File: config.mk
export PLATFORM = sky130hd
export DESIGN_NAME = record_framer
export DESIGN_NICKNAME = d
export VERILOG_FILES = /design/src/include/record_framer_pkg.sv /design/src/hw/record_checksum16.sv /design/src/hw/record_framer.sv
export VERILOG_INCLUDE_DIRS = /design/src /design/src/include
export SDC_FILE = /design/constraint.sdc
export NUM_CORES = 2
export LEC_CHECK = 0
export ABC_AREA = 0
export BUFFER_PORTS_ARGS = -buffer_cell sky130_fd_sc_hd__buf_2
export CORE_UTILIZATION = 50
export DETAILED_ROUTE_END_ITERATION = 8
export PLACE_DENSITY = 0.72
export SKIP_LAST_GASP = 1
export SLEW_MARGIN = 40
export SYNTH_ARGS = -nofsm -noshare
export SYNTH_HDL_FRONTEND = slang
export SYNTH_SLANG_ARGS = --single-unit
File: constraint.sdc
create_clock -name clk -period 8 [get_ports clk]
set_clock_uncertainty 0.05 [all_clocks]
set_input_delay 0.4 -clock clk [delete_from_list [all_inputs] [get_ports clk]]
set_output_delay 0.4 -clock clk [all_outputs]
set_load 0.05 [all_outputs]
File: src/include/record_framer_defines.svh
/*
 * constants of the binary record framer: header codes, common section
 * layout, register offsets, field positions and reset values.
 * assumes it is included by bare name from every file that needs it.
 */
`ifndef RECORD_FRAMER_DEFINES_SVH
`define RECORD_FRAMER_DEFINES_SVH

// ****************************************
// header codes
// ****************************************
`define SYNC_BYTE      8'hA5
`define HDR_LEN_SHORT  8'h0A
`define HDR_LEN_LONG   8'h0C
`define HDR_SIZE_POS   16'h0004
`define TYPE_AVERAGE   8'h16
`define TYPE_ALTIMETER 8'h21
`define TYPE_BOTTOM    8'h1B
`define TYPE_WATER     8'h1D
`define TYPE_STRING    8'hA0
`define VER_PROFILE    8'h03
`define VER_BOTTOM     8'h14
`define COMMON_LEN     16'h0012

// ****************************************
// register byte offsets
// ****************************************
`define REG_CTRL    8'h00
`define REG_CMD     8'h04
`define REG_FAMILY  8'h08
`define REG_SERIAL  8'h0C
`define REG_DATE    8'h10
`define REG_TIME    8'h14
`define REG_SOUND   8'h18
`define REG_PAYLOAD 8'h1C
`define REG_STATUS  8'h20

// ****************************************
// field positions
// ****************************************
`define CTRL_LONG_BIT  3
`define CMD_START_BIT  0
`define CMD_FLUSH_BIT  1
`define CMD_CLEAR_BIT  2

// ****************************************
// reset values
// ****************************************
`define RST_FAMILY  8'h5A   // family code after reset; value arbitrary
`define RST_OFFSET  8'h12
`define RST_SOUND   16'h3A98
`define RST_SEED    16'h0000

`endif

File: src/include/record_framer_pkg.sv
/*
 * types of the binary record framer: states and the state records.
 * assumes the defines header is compiled alongside.
 */
package record_framer_pkg;

   // framer sequence
   typedef enum logic [2:0] {
      ST_IDLE     = 3'b000,
      ST_PREP_REC = 3'b001,
      ST_PREP_HDR = 3'b010,
      ST_SEND_HDR = 3'b011,
      ST_SEND_REC = 3'b100
   } frame_state_e;

   // whole state of the framer except the payload store and the checksum engines
   typedef struct packed {
      frame_state_e state;
      logic [15:0]  idx;
      logic [2:0]   typeSel;
      logic         longReq;
      logic [7:0]   family;
      logic [7:0]   offset;
      logic [31:0]  serial;
      logic [7:0]   year;
      logic [7:0]   month;
      logic [7:0]   day;
      logic [7:0]   hour;
      logic [7:0]   minute;
      logic [7:0]   second;
      logic [15:0]  hundredUs;
      logic [15:0]  sound;
      logic [15:0]  count;
      logic         longHdr;
      logic [31:0]  recLen;
      logic         done;
      logic         overflow;
      logic [7:0]   txData;
      logic         txValid;
      logic [31:0]  rdData;
   } frame_s;

   // checksum accumulator state
   typedef struct packed {
      logic [15:0] sum;
      logic        odd;
   } csum_s;

endpackage : record_framer_pkg

File: src/hw/record_checksum16.sv
/*
 * 16-bit checksum: sum of little-endian byte pairs, seeded.
 * assumes bytes arrive one per enabled cycle, in ascending order.
 */
`timescale 1ns/100ps
`include "record_framer_defines.svh"

module record_checksum16 #(
   parameter logic [15:0] SEED = `RST_SEED
) (
   // clock and reset
   input  wire logic        clk,
   input  wire logic        rst_n,
   // byte feed
   input  wire logic        clear,
   input  wire logic        en,
   input  wire logic [7:0]  din,
   // result
   output logic [15:0]      sum
);

   record_framer_pkg::csum_s cs_reg;   // current state
   record_framer_pkg::csum_s cs_next;  // next state

   // ****************************************
   // accumulate
   // ****************************************
   // even bytes land low, odd bytes high; a lone last byte stays low
   always_comb begin
      cs_next = cs_reg;
      if (clear) begin
         cs_next.sum = SEED;
         cs_next.odd = 1'b0;
      end else if (en) begin
         cs_next.sum = cs_reg.odd ? cs_reg.sum + {din, 8'h00}
                                  : cs_reg.sum + {8'h00, din};
         cs_next.odd = ~cs_reg.odd;
      end
   end

   // register the state
   always_ff @(posedge clk or negedge rst_n) begin
      if (!rst_n) begin
         cs_reg <= '{sum: 16'h0000, odd: 1'b0};
      end else begin
         cs_reg <= cs_next;
      end
   end

   assign sum = cs_reg.sum;

endmodule : record_checksum16

File: src/hw/record_framer.sv
/*
 * binary record framer: builds a header, a common data section and a
 * buffered payload tail, and sends them as one byte stream.
 * assumes a register master on the same clock and a byte sink whose
 * ready comes from logic on the same clock.
 */
// The implementer's own choices: the register offsets and the strobed register port.
// What this block does
// - sync byte A5 at header position 0
// - header length 10, or 12 if long
// - header byte 2 is the record type code
// - header byte 3 is the family code
// - size field 16 or 32 bits by length
// - payload checksum after the size field
// - header checksum last, over preceding header bytes
// - common byte 0 is format version
// - common byte 1 is offset to data
// - common bytes 4-7 hold serial number
// - year since 1900, then month to seconds
// - month counted from zero
// - bytes 14-15 hold hundred microsecond count
// - bytes 16-17 hold speed of sound
// - positions count from zero per section
// - multi-byte fields little-endian
`timescale 1ns/100ps
`include "record_framer_defines.svh"

module record_framer #(
   parameter int DEPTH = 256   // payload tail bytes held
) (
   // clock and reset
   input  wire logic        clk,
   input  wire logic        rst_n,
   // register port
   input  wire logic [7:0]  regAddr,
   input  wire logic [31:0] regWdata,
   input  wire logic        regWr,
   input  wire logic        regRd,
   output logic [31:0]      regRdata,
   // record byte stream
   output logic [7:0]       txData,
   output logic             txValid,
   input  wire logic        txReady
);

   localparam int AW = (DEPTH > 1) ? $clog2(DEPTH) : 1;

   record_framer_pkg::frame_s st_reg;   // current state
   record_framer_pkg::frame_s st_next;  // next state
   logic [7:0]  payMem [DEPTH];         // payload tail bytes
   logic [15:0] dataSum;                // payload checksum
   logic [15:0] hdrSum;                 // header checksum
   logic [7:0]  hdrByte;                // header byte at idx
   logic [7:0]  recByte;                // record byte at idx
   logic [7:0]  typeCode;               // selected record type
   logic [7:0]  hdrLen;                 // header length in use
   logic [15:0] tailPtr;                // idx within the tail
   logic        csClear;                // restart both checksums
   logic        loadSlot;               // output register free
   logic        wrPay;                  // payload append accepted

   // ****************************************
   // record type and header length
   // ****************************************
   // unknown selections fall back to the string type
   always_comb begin
      case (st_reg.typeSel)
         3'h0:    typeCode = `TYPE_AVERAGE;
         3'h1:    typeCode = `TYPE_ALTIMETER;
         3'h2:    typeCode = `TYPE_BOTTOM;
         3'h3:    typeCode = `TYPE_WATER;
         default: typeCode = `TYPE_STRING;
      endcase
   end

   assign hdrLen  = st_reg.longHdr ? `HDR_LEN_LONG : `HDR_LEN_SHORT;
   assign tailPtr = st_reg.idx - `COMMON_LEN;

   // ****************************************
   // header byte map
   // ****************************************
   always_comb begin
      logic [15:0] csPos;   // start of payload checksum
      logic [15:0] rel;     // byte within a multi-byte field
      csPos = st_reg.longHdr ? 16'h0008 : 16'h0006;
      rel   = 16'h0000;
      if (st_reg.idx == 16'h0000) begin
         hdrByte = `SYNC_BYTE;
      end else if (st_reg.idx == 16'h0001) begin
         hdrByte = hdrLen;
      end else if (st_reg.idx == 16'h0002) begin
         hdrByte = typeCode;
      end else if (st_reg.idx == 16'h0003) begin
         hdrByte = st_reg.family;
      end else if (st_reg.idx < csPos) begin
         // size, low byte first; short headers carry the low half
         rel     = st_reg.idx - `HDR_SIZE_POS;
         hdrByte = st_reg.recLen[rel[1:0]*8 +: 8];
      end else if (st_reg.idx < csPos + 16'h0002) begin
         rel     = st_reg.idx - csPos;
         hdrByte = rel[0] ? dataSum[15:8] : dataSum[7:0];
      end else begin
         // only the header checksum remains
         rel     = st_reg.idx - csPos - 16'h0002;
         hdrByte = rel[0] ? hdrSum[15:8] : hdrSum[7:0];
      end
   end

   // ****************************************
   // record byte map
   // ****************************************
   // common section first, positions counted from its start
   always_comb begin
      case (st_reg.idx)
         16'h0000: recByte = (typeCode == `TYPE_BOTTOM)
                             ? `VER_BOTTOM : `VER_PROFILE;
         16'h0001: recByte = st_reg.offset;
         16'h0004: recByte = st_reg.serial[7:0];
         16'h0005: recByte = st_reg.serial[15:8];
         16'h0006: recByte = st_reg.serial[23:16];
         16'h0007: recByte = st_reg.serial[31:24];
         16'h0008: recByte = st_reg.year;
         16'h0009: recByte = st_reg.month;
         16'h000A: recByte = st_reg.day;
         16'h000B: recByte = st_reg.hour;
         16'h000C: recByte = st_reg.minute;
         16'h000D: recByte = st_reg.second;
         16'h000E: recByte = st_reg.hundredUs[7:0];
         16'h000F: recByte = st_reg.hundredUs[15:8];
         16'h0010: recByte = st_reg.sound[7:0];
         16'h0011: recByte = st_reg.sound[15:8];
         16'h0002,
         16'h0003: recByte = 8'h00;
         default:  recByte = payMem[tailPtr[AW-1:0]];
      endcase
   end

   // ****************************************
   // checksum engines
   // ****************************************
   // both totals are built before the first byte leaves, because the
   // header must carry them; that costs one pass over the record
   record_checksum16 #(.SEED(`RST_SEED)) dataCs (
      .clk   (clk),
      .rst_n (rst_n),
      .clear (csClear),
      .en    (st_reg.state == record_framer_pkg::ST_PREP_REC),
      .din   (recByte),
      .sum   (dataSum)
   );

   record_checksum16 #(.SEED(`RST_SEED)) hdrCs (
      .clk   (clk),
      .rst_n (rst_n),
      .clear (csClear),
      .en    (st_reg.state == record_framer_pkg::ST_PREP_HDR),
      .din   (hdrByte),
      .sum   (hdrSum)
   );

   // ****************************************
   // next state
   // ****************************************
   assign loadSlot = !st_reg.txValid || txReady;
   assign wrPay    = regWr && (regAddr == `REG_PAYLOAD)
                     && (st_reg.state == record_framer_pkg::ST_IDLE)
                     && !st_reg.txValid;

   always_comb begin
      logic busy;       // a frame is still in flight
      logic lastOut;    // final byte taken by the sink
      st_next = st_reg;
      csClear = 1'b0;
      busy    = (st_reg.state != record_framer_pkg::ST_IDLE) || st_reg.txValid;
      lastOut = (st_reg.state == record_framer_pkg::ST_IDLE)
                && st_reg.txValid && txReady;

      // register writes; configuration is ignored while busy
      if (regWr && !busy) begin
         case (regAddr)
            `REG_CTRL: begin
               st_next.typeSel = regWdata[2:0];
               st_next.longReq = regWdata[`CTRL_LONG_BIT];
            end
            `REG_FAMILY: st_next.family = regWdata[7:0];
            `REG_SERIAL: st_next.serial = regWdata;
            `REG_DATE: begin
               st_next.year  = regWdata[7:0];
               st_next.month = regWdata[15:8];
               st_next.day   = regWdata[23:16];
               st_next.hour  = regWdata[31:24];
            end
            `REG_TIME: begin
               st_next.minute    = regWdata[7:0];
               st_next.second    = regWdata[15:8];
               st_next.hundredUs = regWdata[31:16];
            end
            `REG_SOUND: begin
               st_next.sound  = regWdata[15:0];
               st_next.offset = regWdata[23:16];
            end
            default: ;
         endcase
      end

      // payload append; a full buffer flags and drops the byte
      if (wrPay) begin
         if (st_reg.count == 16'(DEPTH)) begin
            st_next.overflow = 1'b1;
         end else begin
            st_next.count = st_reg.count + 16'h0001;
         end
      end

      // command strobes
      if (regWr && (regAddr == `REG_CMD)) begin
         if (regWdata[`CMD_CLEAR_BIT]) begin
            st_next.done     = 1'b0;
            st_next.overflow = 1'b0;
         end
         if (regWdata[`CMD_FLUSH_BIT] && !busy) begin
            st_next.count = 16'h0000;
         end
         if (regWdata[`CMD_START_BIT] && !busy) begin
            st_next.state   = record_framer_pkg::ST_PREP_REC;
            st_next.idx     = 16'h0000;
            st_next.recLen  = 32'(`COMMON_LEN) + 32'(st_reg.count);
            st_next.longHdr = st_reg.longReq;
            csClear         = 1'b1;
         end
      end

      // frame sequence
      case (st_reg.state)
         record_framer_pkg::ST_IDLE: begin
            if (lastOut) begin
               st_next.txValid = 1'b0;
            end
         end
         // sum the whole record so the header can carry it
         record_framer_pkg::ST_PREP_REC: begin
            if (32'(st_reg.idx) == st_reg.recLen - 32'h1) begin
               st_next.state = record_framer_pkg::ST_PREP_HDR;
               st_next.idx   = 16'h0000;
            end else begin
               st_next.idx = st_reg.idx + 16'h0001;
            end
         end
         // sum every header byte before the header checksum
         record_framer_pkg::ST_PREP_HDR: begin
            if (st_reg.idx == 16'(hdrLen) - 16'h0003) begin
               st_next.state = record_framer_pkg::ST_SEND_HDR;
               st_next.idx   = 16'h0000;
            end else begin
               st_next.idx = st_reg.idx + 16'h0001;
            end
         end
         // header in ascending order, then straight into the record
         record_framer_pkg::ST_SEND_HDR: begin
            if (loadSlot) begin
               st_next.txData  = hdrByte;
               st_next.txValid = 1'b1;
               if (st_reg.idx == 16'(hdrLen) - 16'h0001) begin
                  st_next.state = record_framer_pkg::ST_SEND_REC;
                  st_next.idx   = 16'h0000;
               end else begin
                  st_next.idx = st_reg.idx + 16'h0001;
               end
            end
         end
         record_framer_pkg::ST_SEND_REC: begin
            if (loadSlot) begin
               st_next.txData  = recByte;
               st_next.txValid = 1'b1;
               if (32'(st_reg.idx) == st_reg.recLen - 32'h1) begin
                  st_next.state = record_framer_pkg::ST_IDLE;
               end else begin
                  st_next.idx = st_reg.idx + 16'h0001;
               end
            end
         end
         default: st_next.state = record_framer_pkg::ST_IDLE;
      endcase

      // completion wins over a clear in the same cycle
      if (lastOut) begin
         st_next.done = 1'b1;
      end

      // read data, valid in the cycle after the strobe only
      st_next.rdData = 32'h0000_0000;
      if (regRd) begin
         case (regAddr)
            `REG_CTRL:   st_next.rdData = {28'h0, st_reg.longReq, st_reg.typeSel};
            `REG_FAMILY: st_next.rdData = {24'h0, st_reg.family};
            `REG_SERIAL: st_next.rdData = st_reg.serial;
            `REG_DATE:   st_next.rdData = {st_reg.hour, st_reg.day,
                                           st_reg.month, st_reg.year};
            `REG_TIME:   st_next.rdData = {st_reg.hundredUs, st_reg.second,
                                           st_reg.minute};
            `REG_SOUND:  st_next.rdData = {8'h0, st_reg.offset, st_reg.sound};
            `REG_STATUS: st_next.rdData = {st_reg.count, 13'h0, st_reg.overflow,
                                           st_reg.done, busy};
            default:     st_next.rdData = 32'h0000_0000;
         endcase
      end
   end

   // ****************************************
   // state register
   // ****************************************
   always_ff @(posedge clk or negedge rst_n) begin
      if (!rst_n) begin
         st_reg        <= '0;
         st_reg.state  <= record_framer_pkg::ST_IDLE;
         st_reg.family <= `RST_FAMILY;
         st_reg.offset <= `RST_OFFSET;
         st_reg.sound  <= `RST_SOUND;
      end else begin
         st_reg <= st_next;
      end
   end

   // payload store; no reset, contents count only below count
   always_ff @(posedge clk) begin
      if (wrPay && (st_reg.count != 16'(DEPTH))) begin
         payMem[st_reg.count[AW-1:0]] <= regWdata[7:0];
      end
   end

   assign regRdata = st_reg.rdData;
   assign txData   = st_reg.txData;
   assign txValid  = st_reg.txValid;

endmodule : record_framer

==> results_dict.tcl <==
set metrics [dict create \
    p_leak_nw 34.7 \
    period_share_pct 86.8 \
    use_met3_pct 5.18 \
    post_drt_wl_per_cell_um 31.7 \
    syn_avg_cell_area_sq_um 19.0 \
    fin_crit_ps 6940 \
    cpMostUsedCell "o21ai_0" \
    io_pins 86 \
    htree_num_levels 4 \
    drt-total-wl_um 248000 \
    worstRegToRegCells 21 \
    syn_inst 4994 \
    crit_slowest_cell "dfrtp_4" \
    num_vias 51100 \
    postPlaceCellArea_sq_mm 0.0987 \
    crit_chain "inv_1 -> ha_4 -> xor2_4 -> buf_12 -> mux4_2 -> mux2i_1 -> o32ai_1 -> a2111oi_0 -> a31oi_1 -> o31a_1 -> inv_1 -> fa_1 -> nor2b_1 -> o21ai_0 -> a21boi_0 -> o21ai_0 -> a21oi_1 -> o21ai_0 -> a21oi_1 -> a22oi_1 -> o22ai_1" \
    numCtsBuffers 219 \
    status "finished with violations" \
    hp-class "input port to flop" \
    overflow 0 \
    area_growth_pct 11.9 \
    die_w_um 438 \
    fp.dieH_um 438 \
    grt_pass1_vias 49700 \
    fin_nets 5232 \
    post_cts_buffers 0 \
    drtPass1Iterations 9 \
    cts_tree "built" \
    drt_iter0_drc 7489 \
    met2_usage_pct 39.7 \
    ant_nets 0 \
    arrival_ps 7610 \
    worstSetupPathType "flop to flop" \
    async_flop_share_pct 11.3 \
    critical_path_buf_inv_count 3 \
    final_common_cell "edfxtp_1" \
    fin_area_sq_mm 0.106 \
    grt_max_degree 153 \
    ys_seq_area_share_pct 71.6 \
    fmax_mhz 144 \
    synth-seq-cells 2310 \
    drive_above_1_share_pct 28.8 \
    violations "design-rule violations" \
    worst_skew_pair.late_latency_ps 880 \
    max_stage_delay_ps 780 \
    dp_slack_ps 1290 \
    clkSlewWorstSetupHoldPaths_ps 70 \
    syn_area_sq_mm 0.0951 \
    crit_family "compound AO/OA/AOI/OAI gates" \
    post-route-util_pct 56.5 \
    synth_top_area_share_pct 64.7 \
    place_hpwl_um 152000 \
    cts_sinks 2310 \
    netlist.top_cell.by_area "edfxtp_1" \
    finalPower_mw 32.8 \
    grt_setup_unrepaired "no" \
    holdPathStages 1 \
    cts_root_buf "clkbuf_16" \
    slew_violations 0 \
    slew_headroom_pct 36.4 \
    final.setup.tns_ps 0 \
    synth_top_flop_cell "edfxtp_1" \
    synth_fp_nets 5090 \
    io_buffers 85 \
    top_usage_layer "met2" \
    cp.depth 21 \
    drc 43 \
    endpoint_kind "flop" \
    die_area_sq_mm 0.192 \
    cts_max_path_buffers 3 \
    antenna_found_initial 10 \
    tightest_slew_ps 950 \
    vdd_drop_max_v 0.000235 \
    yosys-top-cells-area "edfxtp_1, mux4_2, dfrtp_1" \
    ys_types 96 \
    powerDensity_mw_per_mm2 309 \
    fillers 13700 \
    synth_edf_count 2048 \
    cp_max_fo 32 \
    multi_input_area_sq_mm 0.0258 \
    drv_cap 0 \
    register_area_sq_mm 0.0681 \
    cp_data_required_time_ps 8660 \
    setup_viol 0 \
    finalHoldViolCount 0 \
    coreArea_sq_mm 0.188 \
    routed_via_density 6.53 \
    place_congestion 0.955 \
    largest_reg_flops 2048 \
    cp-start-kind "flop" \
    cts_resized 0 \
    setup_slack_ps 1060 \
    postCtsHoldBufs 31 \
    ys_warn_count 0 \
    grt_usage_pct 25.8 \
    grt_util_met1_pct 36.9 \
    final_cell_mix "edfxtp_1, mux4_2, dfrtp_1" \
    start_util_pct 50.5 \
    rows 159 \
    grt_pass1_wl_um 358000 \
]
routing by layer:
metal	wire length, um	vias to the layer above
li1	-	20600
met1	97100	26800
met2	117000	3103
met3	24600	490
met4	9430	8
met5	53	-
cell usage after synthesis, types with 40 or more instances:
library cell	number
nor2_1	352
inv_1	46
nor3_1	42
clkbuf_1	157
buf_2	67
mux2i_1	46
a22oi_1	53
a21oi_1	106
xnor2_1	40
mux4_2	652
buf_4	62
nand2_1	218
edfxtp_1	2048
dfrtp_1	249
mux2_2	138
o21ai_0	105
ha_1	47
nand3_1	75
stage by stage:
stage,std cells,hold WS [ps]
6_report,7819,35.0
3_5_place_dp,7371,413
3_3_place_gp,7364,418
4_1_cts,7810,10.5
5_1_grt,7818,46.2
2_1_floorplan,4994,54.4
final cells by class:
class	count	share of cell area, %
Antenna cell	1	0.00235
Clock buffer	274	5.46
Clock inverter	134	1.11
Inverter	48	0.169
Multi-Input combinational cell	2303	24.2
Sequential cell	2310	64.0
Tap cell	2495	2.93
Timing Repair Buffer	254	2.10
worst paths after layout:
path	start	to	slack, ps
hold reg to reg	txData[6]$_DFFE_PN0P_	txData[6]$_DFFE_PN0P_	440
min in group asynchronous	rst_n	txData[5]$_DFFE_PN0P_	130
setup reg to reg	st_reg[225]$_DFF_PN0_	dataCs.sum[14]$_DFFE_PN0P_	1060
setup / recovery	st_reg[225]$_DFF_PN0_	dataCs.sum[14]$_DFFE_PN0P_	1060
max in group asynchronous	rst_n	st_reg[103]$_DFFE_PN1P_	6310
hold / removal	regWdata[7]	payMem[176][7]$_DFFE_PP_	30
worst register-to-register path, delay by kind of cell, from the launching register on:
| family | cells | cell delay, ps |
|---|---|---|
| flip-flops | 1 | 780 |
| XOR/XNOR | 1 | 530 |
| adder cells (fa/ha/maj) | 2 | 530 |
| AO/OA/AOI/OAI | 12 | 2730 |
| AND/OR/NAND/NOR | 1 | 60 |
| buffers and inverters | 3 | 900 |
| multiplexers | 2 | 1200 |
power breakdown:
group | switching, mW | internal [mW] | leakage (nW)
clock | 4.53 | 5.67 | 3.42
combinational | 5.47 | 3.92 | 9.54
sequential | 0.0964 | 13.1 | 21.8
total | 10.1 | 22.7 | 34.7
kinds of logic after synthesis:
kind of cell,Yosys count,share of synthesized area (%)
DFF,2310,71.6
and+or+nand+nor,864,4.11
muxes,838,17.6
AOI/OAI and AO/OA,475,3.39
buffers and inverters,381,1.96
xor gates and xnor gates,75,0.698
adders and majority gates,51,0.702
No activity file was read; power rests on OpenSTA's default activity.
